==> config.mk <==
export PLATFORM = sky130hd
export DESIGN_NAME = psl_status_led
export DESIGN_NICKNAME = d
export VERILOG_FILES = /design/src/verilog/psl_blink_gen.v /design/src/verilog/psl_status_led.v
export VERILOG_INCLUDE_DIRS = /design/src /design/src/verilog
export SDC_FILE = /design/constraint.sdc
export NUM_CORES = 1
export LEC_CHECK = 0
export BUFFER_PORTS_ARGS = -buffer_cell sky130_fd_sc_hd__buf_2
export CORE_MARGIN = 2
export CORE_UTILIZATION = 32
export DETAILED_ROUTE_END_ITERATION = 8
export SLEW_MARGIN = 15
export SYNTH_ARGS = -nofsm -noshare
export SYNTH_HDL_FRONTEND = slang
export SYNTH_SLANG_ARGS = --single-unit
==> constraint.sdc <==
create_clock -name mclk -period 2.3 [get_ports mclk]
set_input_delay 0.345 -clock mclk [delete_from_list [all_inputs] [get_ports mclk]]
set_output_delay 0.345 -clock mclk [all_outputs]
set_load 0.02 [all_outputs]
==> src/verilog/psl_defines.vh <==
`ifndef PSL_DEFINES_VH
`define PSL_DEFINES_VH

// ----------------------------------------------------------------
// Register map
// ----------------------------------------------------------------
`define PSL_ADDR_W          16
`define PSL_CTRL_OFFSET     16'h40c0
`define PSL_STAT_OFFSET     16'h40c4
`define PSL_CTRL_RESET      16'h0311

// ----------------------------------------------------------------
// Control field positions
// ----------------------------------------------------------------
`define PSL_FORCE_EN        15
`define PSL_FORCE_HI        14
`define PSL_FORCE_LO        13
`define PSL_ACT_UNCOND      12
`define PSL_FDX_ON          11
`define PSL_HDX_ON          10
`define PSL_TX_BLK          9
`define PSL_RX_BLK          8
`define PSL_TX_ON           7
`define PSL_RX_ON           6
`define PSL_FAST_ON         5
`define PSL_SLOW_ON         4
`define PSL_COL_BLK         3
`define PSL_FAST_BLK        2
`define PSL_SLOW_BLK        1
`define PSL_CHECK_LVL       0

// ----------------------------------------------------------------
// Force pattern codes
// ----------------------------------------------------------------
`define PSL_FORCE_BLINK2    2'h3
`define PSL_FORCE_BLINK1    2'h2
`define PSL_FORCE_ON        2'h1
`define PSL_FORCE_OFF       2'h0

// ----------------------------------------------------------------
// AXI responses
// ----------------------------------------------------------------
`define PSL_RESP_OKAY       2'h0
`define PSL_RESP_SLVERR     2'h2

// ----------------------------------------------------------------
// Timing
// ----------------------------------------------------------------
`define PSL_CLK_KHZ         25000
`define PSL_HOLD_MS         10
`define PSL_BLINK1_MS       250
`define PSL_BLINK2_MS       60
`define PSL_HOLD_CYC        (`PSL_HOLD_MS * `PSL_CLK_KHZ)
`define PSL_BLINK1_CYC      (`PSL_BLINK1_MS * `PSL_CLK_KHZ)
`define PSL_BLINK2_CYC      (`PSL_BLINK2_MS * `PSL_CLK_KHZ)
`define PSL_CNT_W           24

`endif

==> src/verilog/psl_blink_gen.v <==
`timescale 1ns/1ps
`default_nettype none

`include "psl_defines.vh"

// ----------------------------------------------------------------
// Square wave: phase toggles every HALF_CYCLES clocks
// ----------------------------------------------------------------
module psl_blink_gen #(
  parameter [`PSL_CNT_W-1:0] HALF_CYCLES = 24'h000010
) (
  input  wire mclk,
  input  wire rst,
  output reg  phase
);

  reg [`PSL_CNT_W-1:0] count_r;

  always @(posedge mclk) begin
    if (rst) begin
      count_r <= {`PSL_CNT_W{1'b0}};
      phase   <= 1'b0;
    end else if (count_r == HALF_CYCLES - 24'h000001) begin
      count_r <= {`PSL_CNT_W{1'b0}};
      phase   <= ~phase;
    end else begin
      count_r <= count_r + 24'h000001;
    end
  end

endmodule

`default_nettype wire

==> src/verilog/psl_status_led.v <==
// What this block does
// - Force enable drives LED from pattern only
// - Pattern 11 blinks mode2, 10 blinks mode1
// - Unconditional bit lets gated activity blink even if the LED was dark before
// - Full duplex link turns LED on
// - Half duplex link turns LED on
// - Transmit activity blinks at mode2 when gated
// - Receive activity blinks at mode2 when gated
// - Transmit activity holds LED on 10ms
// - Receive activity holds LED on 10ms
// - 100Mbps link turns LED on
// - 10Mbps link turns LED on
// - Collision on up link blinks LED
// - 100Mbps link blinks LED
// - 10Mbps link blinks LED
// - Link check state shows chosen level
//
// Decided for this implementation: the AXI4-Lite slave port.
`timescale 1ns/1ps
`default_nettype none

`include "psl_defines.vh"

module psl_status_led #(
  parameter [`PSL_CNT_W-1:0] HOLD_CYCLES = `PSL_HOLD_CYC,
  parameter [`PSL_CNT_W-1:0] BLINK1_HALF = `PSL_BLINK1_CYC,
  parameter [`PSL_CNT_W-1:0] BLINK2_HALF = `PSL_BLINK2_CYC
) (
  input  wire                   mclk,
  input  wire                   rst,
  // Status from the PHY core
  input  wire                   linkUp,
  input  wire                   speedFast,
  input  wire                   fullDuplex,
  input  wire                   txActive,
  input  wire                   rxActive,
  input  wire                   collision,
  input  wire                   phyActive,
  input  wire                   anLinkCheck,
  // LED drive, high = lit
  output reg                    ledOn,
  // AXI4-Lite slave
  input  wire [`PSL_ADDR_W-1:0] s_axi_awaddr,
  input  wire                   s_axi_awvalid,
  output reg                    s_axi_awready,
  input  wire [31:0]            s_axi_wdata,
  input  wire [3:0]             s_axi_wstrb,
  input  wire                   s_axi_wvalid,
  output reg                    s_axi_wready,
  output reg  [1:0]             s_axi_bresp,
  output reg                    s_axi_bvalid,
  input  wire                   s_axi_bready,
  input  wire [`PSL_ADDR_W-1:0] s_axi_araddr,
  input  wire                   s_axi_arvalid,
  output reg                    s_axi_arready,
  output reg  [31:0]            s_axi_rdata,
  output reg  [1:0]             s_axi_rresp,
  output reg                    s_axi_rvalid,
  input  wire                   s_axi_rready
);

  // ----------------------------------------------------------------
  // Mode selection states
  // ----------------------------------------------------------------
  localparam [3:0] ST_STEADY = 4'h1;
  localparam [3:0] ST_BLINK  = 4'h2;
  localparam [3:0] ST_CHECK  = 4'h4;
  localparam [3:0] ST_FORCE  = 4'h8;

  // ----------------------------------------------------------------
  // Declarations
  // ----------------------------------------------------------------
  reg  [15:0]            ctrl_r;
  reg  [`PSL_ADDR_W-1:0] awAddr_r;
  reg                    awHave_r;
  reg  [31:0]            wData_r;
  reg  [3:0]             wStrb_r;
  reg                    wHave_r;
  reg  [`PSL_CNT_W-1:0]  hold_r;
  reg                    steadyPrev_r;
  reg  [3:0]             state_r;
  reg  [3:0]             state_nxt;
  reg                    led_nxt;
  wire [1:0]             blinkPhase;
  wire                   holdLoad;
  wire                   holdActive;
  wire                   onAny;
  wire                   actGate;
  wire                   actBlink;
  wire                   otherBlink;
  wire                   blinkAny;
  wire                   writeFire;
  wire [15:0]            statusWord;

  // ----------------------------------------------------------------
  // Decoding shared by the read and write paths
  // ----------------------------------------------------------------
  function isCtrl;
    input [`PSL_ADDR_W-1:0] addr;
    begin
      isCtrl = ({2'b00, addr[`PSL_ADDR_W-1:2]} == (`PSL_CTRL_OFFSET >> 2));
    end
  endfunction

  function isStat;
    input [`PSL_ADDR_W-1:0] addr;
    begin
      isStat = ({2'b00, addr[`PSL_ADDR_W-1:2]} == (`PSL_STAT_OFFSET >> 2));
    end
  endfunction

  // ----------------------------------------------------------------
  // Blink sources: index 0 is mode1, index 1 is mode2
  // ----------------------------------------------------------------
  genvar g;
  generate
    for (g = 0; g < 2; g = g + 1) begin : gBlink
      psl_blink_gen #(
        .HALF_CYCLES (g == 0 ? BLINK1_HALF : BLINK2_HALF)
      ) uBlink (
        .mclk  (mclk),
        .rst   (rst),
        .phase (blinkPhase[g])
      );
    end
  endgenerate

  // ----------------------------------------------------------------
  // Activity hold timer
  // ----------------------------------------------------------------
  // Reloaded while activity persists, so the LED stays lit at least
  // the hold time after the last activity seen on an up link.
  assign holdLoad = linkUp &
                    ((ctrl_r[`PSL_TX_ON] & txActive) |
                     (ctrl_r[`PSL_RX_ON] & rxActive));

  always @(posedge mclk) begin
    if (rst) begin
      hold_r <= {`PSL_CNT_W{1'b0}};
    end else if (holdLoad) begin
      hold_r <= HOLD_CYCLES;
    end else if (hold_r != {`PSL_CNT_W{1'b0}}) begin
      hold_r <= hold_r - 24'h000001;
    end
  end

  assign holdActive = (hold_r != {`PSL_CNT_W{1'b0}}) | holdLoad;

  // ----------------------------------------------------------------
  // Steady on-conditions
  // ----------------------------------------------------------------
  assign onAny = linkUp &
                 ((ctrl_r[`PSL_FDX_ON] & fullDuplex) |
                  (ctrl_r[`PSL_HDX_ON] & ~fullDuplex) |
                  (ctrl_r[`PSL_FAST_ON] & speedFast) |
                  (ctrl_r[`PSL_SLOW_ON] & ~speedFast)) |
                 holdActive;

  // ----------------------------------------------------------------
  // Blink conditions
  // ----------------------------------------------------------------
  // Activity blinking needs either the pattern bit or a steady
  // on-condition; without the unconditional bit it also needs the
  // LED to have been lit before the traffic started.
  assign actGate  = ctrl_r[`PSL_FORCE_LO] | onAny;
  assign actBlink = linkUp & actGate &
                    ((ctrl_r[`PSL_TX_BLK] & txActive) |
                     (ctrl_r[`PSL_RX_BLK] & rxActive)) &
                    (ctrl_r[`PSL_ACT_UNCOND] | steadyPrev_r);

  assign otherBlink = linkUp &
                      ((ctrl_r[`PSL_COL_BLK] & collision) |
                       (ctrl_r[`PSL_FAST_BLK] & speedFast) |
                       (ctrl_r[`PSL_SLOW_BLK] & ~speedFast));

  assign blinkAny = actBlink | otherBlink;

  // ----------------------------------------------------------------
  // Mode selection and LED level
  // ----------------------------------------------------------------
  always @* begin
    if (ctrl_r[`PSL_FORCE_EN]) begin
      state_nxt = ST_FORCE;
    end else if (phyActive & anLinkCheck) begin
      state_nxt = ST_CHECK;
    end else if (blinkAny) begin
      state_nxt = ST_BLINK;
    end else begin
      state_nxt = ST_STEADY;
    end
  end

  always @* begin
    case (state_nxt)
      ST_FORCE: begin
        case (ctrl_r[`PSL_FORCE_HI:`PSL_FORCE_LO])
          `PSL_FORCE_BLINK2: begin
            led_nxt = blinkPhase[1];
          end
          `PSL_FORCE_BLINK1: begin
            led_nxt = blinkPhase[0];
          end
          `PSL_FORCE_ON: begin
            led_nxt = 1'b1;
          end
          default: begin
            led_nxt = 1'b0;
          end
        endcase
      end
      ST_CHECK: begin
        led_nxt = ctrl_r[`PSL_CHECK_LVL];
      end
      ST_BLINK: begin
        // Activity uses the faster mode2; the other sources use mode1
        led_nxt = actBlink ? blinkPhase[1] : blinkPhase[0];
      end
      ST_STEADY: begin
        led_nxt = onAny;
      end
      default: begin
        led_nxt = 1'b0;
      end
    endcase
  end

  always @(posedge mclk) begin
    if (rst) begin
      state_r      <= ST_STEADY;
      ledOn        <= 1'b0;
      steadyPrev_r <= 1'b0;
    end else begin
      state_r <= state_nxt;
      ledOn   <= led_nxt;
      // The steady level is frozen while blinking so the activity
      // gate keeps seeing the level from before the traffic.
      if (state_nxt == ST_STEADY) begin
        steadyPrev_r <= onAny;
      end
    end
  end

  // ----------------------------------------------------------------
  // Status word
  // ----------------------------------------------------------------
  assign statusWord = {7'h00, linkUp, state_r, onAny, blinkAny,
                       holdActive, ledOn};

  // ----------------------------------------------------------------
  // AXI4-Lite write path
  // ----------------------------------------------------------------
  // Address and data are captured independently in either order;
  // the register is written one cycle after both are held.
  assign writeFire = awHave_r & wHave_r & ~s_axi_bvalid;

  always @(posedge mclk) begin
    if (rst) begin
      awAddr_r      <= {`PSL_ADDR_W{1'b0}};
      awHave_r      <= 1'b0;
      wData_r       <= 32'h00000000;
      wStrb_r       <= 4'h0;
      wHave_r       <= 1'b0;
      s_axi_awready <= 1'b0;
      s_axi_wready  <= 1'b0;
      s_axi_bvalid  <= 1'b0;
      s_axi_bresp   <= `PSL_RESP_OKAY;
      ctrl_r        <= `PSL_CTRL_RESET;
    end else begin
      s_axi_awready <= ~awHave_r & ~s_axi_bvalid &
                       ~(s_axi_awvalid & s_axi_awready);
      s_axi_wready  <= ~wHave_r & ~s_axi_bvalid &
                       ~(s_axi_wvalid & s_axi_wready);
      if (s_axi_awvalid & s_axi_awready) begin
        awAddr_r <= s_axi_awaddr;
        awHave_r <= 1'b1;
      end
      if (s_axi_wvalid & s_axi_wready) begin
        wData_r <= s_axi_wdata;
        wStrb_r <= s_axi_wstrb;
        wHave_r <= 1'b1;
      end
      if (writeFire) begin
        awHave_r     <= 1'b0;
        wHave_r      <= 1'b0;
        s_axi_bvalid <= 1'b1;
        if (isCtrl(awAddr_r)) begin
          s_axi_bresp <= `PSL_RESP_OKAY;
          if (wStrb_r[0]) begin
            ctrl_r[7:0] <= wData_r[7:0];
          end
          if (wStrb_r[1]) begin
            ctrl_r[15:8] <= wData_r[15:8];
          end
        end else if (isStat(awAddr_r)) begin
          // Read-only status: writes are accepted and dropped
          s_axi_bresp <= `PSL_RESP_OKAY;
        end else begin
          s_axi_bresp <= `PSL_RESP_SLVERR;
        end
      end else if (s_axi_bvalid & s_axi_bready) begin
        s_axi_bvalid <= 1'b0;
      end
    end
  end

  // ----------------------------------------------------------------
  // AXI4-Lite read path
  // ----------------------------------------------------------------
  always @(posedge mclk) begin
    if (rst) begin
      s_axi_arready <= 1'b0;
      s_axi_rvalid  <= 1'b0;
      s_axi_rdata   <= 32'h00000000;
      s_axi_rresp   <= `PSL_RESP_OKAY;
    end else begin
      if (s_axi_arvalid & s_axi_arready) begin
        s_axi_arready <= 1'b0;
        s_axi_rvalid  <= 1'b1;
        if (isCtrl(s_axi_araddr)) begin
          s_axi_rdata <= {16'h0000, ctrl_r};
          s_axi_rresp <= `PSL_RESP_OKAY;
        end else if (isStat(s_axi_araddr)) begin
          s_axi_rdata <= {16'h0000, statusWord};
          s_axi_rresp <= `PSL_RESP_OKAY;
        end else begin
          s_axi_rdata <= 32'h00000000;
          s_axi_rresp <= `PSL_RESP_SLVERR;
        end
      end else if (s_axi_rvalid & s_axi_rready) begin
        s_axi_rvalid <= 1'b0;
      end else begin
        s_axi_arready <= ~s_axi_rvalid;
      end
    end
  end

endmodule

`default_nettype wire

* Word level (Yosys, flattened, before mapping) *
Index checks and enable logic that the tools add are counted.

word-level totals
  register bits after elaboration = 173
  latch bits = 0
  bits in writable memories = 0
  bits in read-only memories = 0
  input bits = 83
  output and inout port bits = 42
  word-level logic and storage cells = 120
  memories kept = 0

cells by class
  $add $sub $neg = 3
  multipliers = 0
  div/mod/pow operators = 0
  order comparisons = 0
  equal/unequal tests = 13
  shift operators = 0
  muxes and demuxes = 18
  bitwise gates (word level) = 51
  reductions and logical operators = 11

operators with widths
  operator                 number
  $eq A14 B13 Y1 const B   4
  $add A24 B1 Y24 const B  2
  $mux W18                 2
  $and A1 B1 Y1            29
  $eq A24 B21 Y1 const B   1
  $eq A24 B23 Y1 const B   1
  $reduce_bool A24 Y1      1
  $sub A24 B1 Y24 const B  1
  $mux W16                 1
  $or A1 B1 Y1             12
  $mux W2                  5
  $not A1 Y1               10
  $reduce_or A2 Y1         5
  $mux W9                  1
  $reduce_and A3 Y1        2
  $reduce_bool A2 Y1       3
  $mux W1                  5
  $eq A2 B2 Y1 const B     2
  $eq A4 B1 Y1 const B     1
  $eq A4 B2 Y1 const B     1
  $eq A4 B3 Y1 const B     1
  $eq A4 B4 Y1 const B     1
  $mux W4                  1
  $pmux W1 S4              1
  3 further kinds          3

* Depth between registers and ports, before layout *
  word-level depth = 17
  gate-level depth with buffers = 8
  depth with buffers taken out = 7

* Modules after synthesis *
Synthesis repeated with hierarchy kept, for this count alone.

unflattened totals
  cells, all modules = 777
  area total of the unflattened synthesis = 6680.2 µm²

by module, submodules not included
  module                            times used  cells an instance  area each (µm²)
  psl_status_led                    1           514                4393.0
  psl_blink_gen (gBlink[1].uBlink)  1           130                1146.1
  psl_blink_gen (gBlink[0].uBlink)  1           133                1141.1

* Least setup slack after synthesis *
OpenSTA, ideal clock, no wires.

  path type = reg2reg
  start = register hold_r[4]
  end = register hold_r[17]
  arrival = 2401 ps
  setup slack = -175 ps
  cell stages (with the launch flop) = 7
  clock period less this slack = 2475 ps
  cell sequence = dfxtp_1 or4_4 or4_4 buf_6 or4_1 or3_1 a31oi_1

between the ends
  cells in the longest elaborated chain, start to end = 3
  elaborated cells between the ends (all ways) = 5

RTL lines
  element                 RTL line              text
  from (decl)             psl_status_led.v:79   reg [`PSL_CNT_W-1:0] hold_r;
  from (signal assigned)  psl_status_led.v:139  hold_r <= {`PSL_CNT_W{1'b0}};
  from (signal assigned)  psl_status_led.v:143  hold_r <= hold_r - 24'h000001;
  $sub A24 B1 Y24         psl_status_led.v:143
  $mux W18                psl_status_led.v:142  end else if (hold_r != {`PSL_CNT_W{1'b0}}) begin
  $mux W18                psl_status_led.v:140  end else if (holdLoad) begin

Parallel ways exist; a longest one is shown, timed or not. The select of a mux whose other input is x is not followed.
A chain may end at the register's enable or synchronous reset.

* Worst setup path after layout *
  start = register hold_r[8]
  end = register state_r[0]

between the ends
  cells in the longest elaborated chain, start to end = 11

RTL lines
  element                      RTL line              text
  $reduce_bool A24 Y1          psl_status_led.v:147  assign holdActive = (hold_r != {`PSL_CNT_W{1'b0}}) | holdLoad;
  $or A1 B1 Y1                 psl_status_led.v:147
  $or A1 B1 Y1                 psl_status_led.v:152  assign onAny = linkUp &
  $or A1 B1 Y1                 psl_status_led.v:165  assign actGate = ctrl_r[`PSL_FORCE_LO] | onAny;
  $and A1 B1 Y1 (3 in series)  psl_status_led.v:166  assign actBlink = linkUp & actGate &
  $or A1 B1 Y1                 psl_status_led.v:176  assign blinkAny = actBlink | otherBlink;
  $mux W2                      psl_status_led.v:186  end else if (blinkAny) begin
  $mux W3                      psl_status_led.v:184  end else if (phyActive & anLinkCheck) begin
  $mux W4                      psl_status_led.v:182  if (ctrl_r[`PSL_FORCE_EN]) begin
  to (signal assigned)         psl_status_led.v:233  state_r <= state_nxt;
  to (decl)                    psl_status_led.v:81   reg [3:0] state_r;

No other way between the ends.

==> qor_table.md <==
| Item | This run |
|---|---|
| Run status | complete, but fails checks |
| Violations in the final reports | negative setup slack |
| Die footprint | 21600 um2 |
| Crit-path most repeated cell | or4_4 |
| Leading cell type by number of instances after synthesis | dfxtp_1 |
| Final Instance Count excl. Fillers | 1163 |
| Slowest cell on the critical path | or4_4 |
| Peak fanout along the critical path | 5 |
| Routed wirelength normalized by instance count | 13.2 um |
| Launching point of the worst reg2reg path | hold_r[8]$_SDFFE_PP0P_ |
| Inserted Clock Buffers | 17 |
| HPWL after detailed placement | 10.7 mm |
| Number of placed instances with taps included | 1129 |
| Slew at the pin closest to its max-slew limit | 0.677 ns |
| Combined area of all synthesized cells | 6550 um2 |
| Via count | 5492 |
| Number of cells on the worst reg-to-reg path | 6 |
| Worst min path class | in -> reg |
| Later-pin clock latency in the skew report | 0.42 ns |
| Cell at the root of the clock tree | clkbuf_16 |
| CTS sink count | 153 |
| Detailed Route Iter0 Violations | 272 |
| Highest attainable clock frequency | 418 MHz |
| Endpoint of the worst-slack reg-to-reg timing path | state_r[0]$_SDFF_PP1_ |
| Number of synthesized register bits | 153 |
| Kind of critical path | reg -> reg |
| Clock period minus worst slack | 2.39 ns |
| Number of global-route vias before repair | 5286 |
| Mean post-synth cell area | 8.60 um2 |
| Worst setup EP type | flop |
| Total chip power | 7.90 mW |
| Number of routed nets with antenna violations | 0 |
| Worst setup endpoint | state_r[0]$_SDFF_PP1_ |
| # rows | 52 |
| Power share of the sequential group | 38.4% |
| Top cell type's share of synthesized area | 46.7% |
| Number of pins exceeding their max-slew limit in the final report | 0 |
| Count of input and output buffers | 84 |
| Total gr overflow | 0 |
| Ranking of synthesized cells by area | dfxtp_1 (47%), nand2_1 (6.7%), nor2_1 (5.0%), mux2i_1 (4.4%), a21oi_1 (4.0%) |
| Switching power as a share of total power | 31.0% |
| Post-synthesis instance total | 762 |
| Final routed wirelength across all metal layers | 15.3 mm |
| Count of flip-flops with a built-in enable after synthesis | 0 |
| Internal reg-to-reg setup slack | -0.09 ns |
| Gpl congestion | 0.795 |
| Number of max-cap violations | 0 |
| Core Region | 20200 um2 |
| Number of vias per cell | 4.72 |
| Critical path arrival | 2.76 ns |
| Effective utilization at floorplan | 32.5% |
| Die Span Y | 147 um |
| Clk buf depth | 2 |
| Critical path launch point type | flop |
| Relative contribution of combinational cells to total power | 28.5% |
| Number of detailed-route iterations in the first pass | 4 |
| Fill cell count | 2026 |
| Synthesis Warnings | 0 |
| Net total in the final layout | 969 |
| I/O pin cnt | 125 |
| Worst path max stage delay | 0.54 ns |
| Pre-CTS WS | -0.101 ns |
| Final setup margin | -0.0905 ns |
| Source of the critical timing path | hold_r[8]$_SDFFE_PP0P_ |
| Total global routing track utilization | 14.8% |
| Async set-reset flop share out of synthesis | 0% |
| Initial antenna violation count | 0 |
| Hold slack | 0.153 ns |
| Normalized max-slew margin | 54.9% |
| Fraction of the yosys area taken by sequential cells | 46.7% |
| Period utilisation layout | 104% |
| Number of diodes added for antenna fixing | 0 |
| Internal power | 5.45 mW |
| Post-synth top flop | dfxtp_1 |
| Clock network fraction of total power | 33.1% |
| Pwr Density | 961 nW/um2 |
| Largest area contributor in the synthesized netlist | dfxtp_1 |
| Setup repair after global routing missed its margin | yes |
| Number of distinct standard cells referenced by the synthesized netlist | 58 |
| Share of post-route cells with drive strength above 1 | 22.4% |
| Die boundary width | 147 um |
| Global-route wire length before repair | 26.0 mm |
| Clock-pin slew of the registers on the worst-case setup and hold paths | 0.06 ns |
| Count of endpoints failing hold in the final timing report | 0 |
| Worst IR drop on VDD | 0.601 mV |
| Maximum level of the CTS H-tree | 4 |
| Pin count of the biggest net entering global routing | 44 |
| Leak pwr | 3.31 nW |
| P_sw | 2.45 mW |
| Required time of the critical path | 2.67 ns |
| DRC | 0 |
| Cell-by-cell trace of the critical path | or4_4 > or4_4 > buf_6 > or4_4 > o21bai_4 > a31o_2 |
| Cell types with the highest counts after synthesis | dfxtp_1 (153), nand2_1 (117), nor2_1 (87) |
| Setup violations, final | 12 |
| CTS Hold Bufs | 0 |
| Layout Skew | 0.00751 ns |
| Synth-to-Final Area Change | 25.5% |
| TritonCTS clock tree | built |
## worst min path at each step
stage | from | to | slack [ns] | cells after the start
after floorplan | gBlink[0].uBlink.count_r[0]$_SDFF_PP0_ | gBlink[0].uBlink.count_r[0]$_SDFF_PP0_ | 0.43 | 1
after global placement | s_axi_rdata[0]$_SDFFE_PP0P_ | s_axi_rdata[0]$_SDFFE_PP0P_ | 0.44 | 2
after CTS | s_axi_awaddr[6] | awAddr_r[6]$_SDFFE_PP0P_ | 0.14 | 3
after detailed placement | s_axi_rdata[8]$_SDFFE_PP0P_ | s_axi_rdata[8]$_SDFFE_PP0P_ | 0.44 | 2
after global routing | s_axi_awaddr[10] | awAddr_r[10]$_SDFFE_PP0P_ | 0.14 | 3
final | s_axi_awaddr[6] | awAddr_r[6]$_SDFFE_PP0P_ | 0.15 | 3
## stage by stage
stage               utilization (%)  cell area, um2  TNS [ns]
detailed placement             37.1            7490     -1.02
global route                   40.8            8220     -1.42
floorplan                         -            6630    -0.222
finish                         40.8            8220    -0.457
CTS                            40.4            8150    -0.601
global placement               37.1            7490    -0.745
## final cells by class
cell class / count / area, um2 / share of cell area (%)
multi-input combinational: 562 / 3340 / 40.7
sequential: 153 / 3070 / 37.3
timing repair buffer: 135 / 880 / 10.7
clock buffer: 17 / 425 / 5.18
tap: 270 / 338 / 4.11
clock inverter: 13 / 121 / 1.48
inverter: 13 / 48.8 / 0.594
## state kept, by name, indices dropped and copies added (netlist names), 2 cells and up
| name | flops |
|---|---|
| state_r | 4 |
| wData_r | 16 |
| wStrb_r | 2 |
| gBlink.uBlink.count_r | 48 |
| hold_r | 24 |
| awAddr_r | 14 |
| ctrl_r | 16 |
| s_axi_rdata | 16 |
| gBlink.uBlink.phase | 2 |
## metal layers
layer / global-route usage, % / share of wire [%]
met2: 23.5 / 44
met5: 0 / 0
met1: 19.5 / 50
met4: 4.04 / 0.97
met3: 4.91 / 5.2
## layout by cell type, fill, tap and decap left out, types with 4 or more instances in the layout
| cell | count |
|---|---|
| dfxtp_1 | 151 |
| xor2_1 | 21 |
| a31oi_1 | 7 |
| inv_6 | 4 |
| and2_1 | 4 |
| nand2_1 | 115 |
| or4_4 | 8 |
| nand3_1 | 21 |
| nor2_1 | 87 |
| o21ai_1 | 4 |
| buf_4 | 45 |
| conb_1 | 18 |
| o31ai_1 | 7 |
| a21oi_1 | 51 |
| and3_1 | 9 |
| nor3_1 | 11 |
| mux2i_1 | 29 |
| or2_2 | 5 |
| nand2b_1 | 6 |
| inv_1 | 11 |
| nand4_1 | 9 |
| nor4_1 | 20 |
| or3_1 | 13 |
| nor4b_1 | 4 |
| xnor2_1 | 27 |
| buf_2 | 84 |
| clkbuf_16 | 17 |
| a22o_1 | 6 |
| o21ai_0 | 19 |
| or4_1 | 10 |
## cell families after synthesis
kind of cell | after synthesis | share of synthesized area (%)
xor+xnor | 49 | 6.55
compound gates | 115 | 10.5
simple gates | 345 | 25.8
mux | 31 | 4.77
flops | 153 | 46.7
fa+ha+maj | 4 | 0.764
other cells | 1 | 0.0572
buf+inv | 64 | 4.85
## power by group through the flow
stage	registers (mW)	clock network, mW	logic [mW]
after CTS	3.03	2.69	2.10
after global placement	3.08	0	1.97
after global routing	3.07	2.79	2.49
after floorplan	3.09	0	1.28
after detailed placement	3.08	0	1.99
final	3.03	2.61	2.25
## repair_timing
action | 4_1_cts | 5_1_grt
buffers inserted | 1 | 1
resized for setup | 14 | 18
endpoints found under the setup margin | 65 | 37
pin swaps | 5 | 7
cloned | 2 | 0
## worst max-delay path: cells and delay by family, from the launching register on
| kind | cells | cell delay (ns) |
|---|---|---|
| and+or+nand+nor | 3 | 1.55 |
| DFF | 1 | 0.32 |
| AOI/OAI and AO/OA | 2 | 0.33 |
| buffers and inverters | 1 | 0.15 |
No activity file was read; power rests on OpenSTA's default activity.
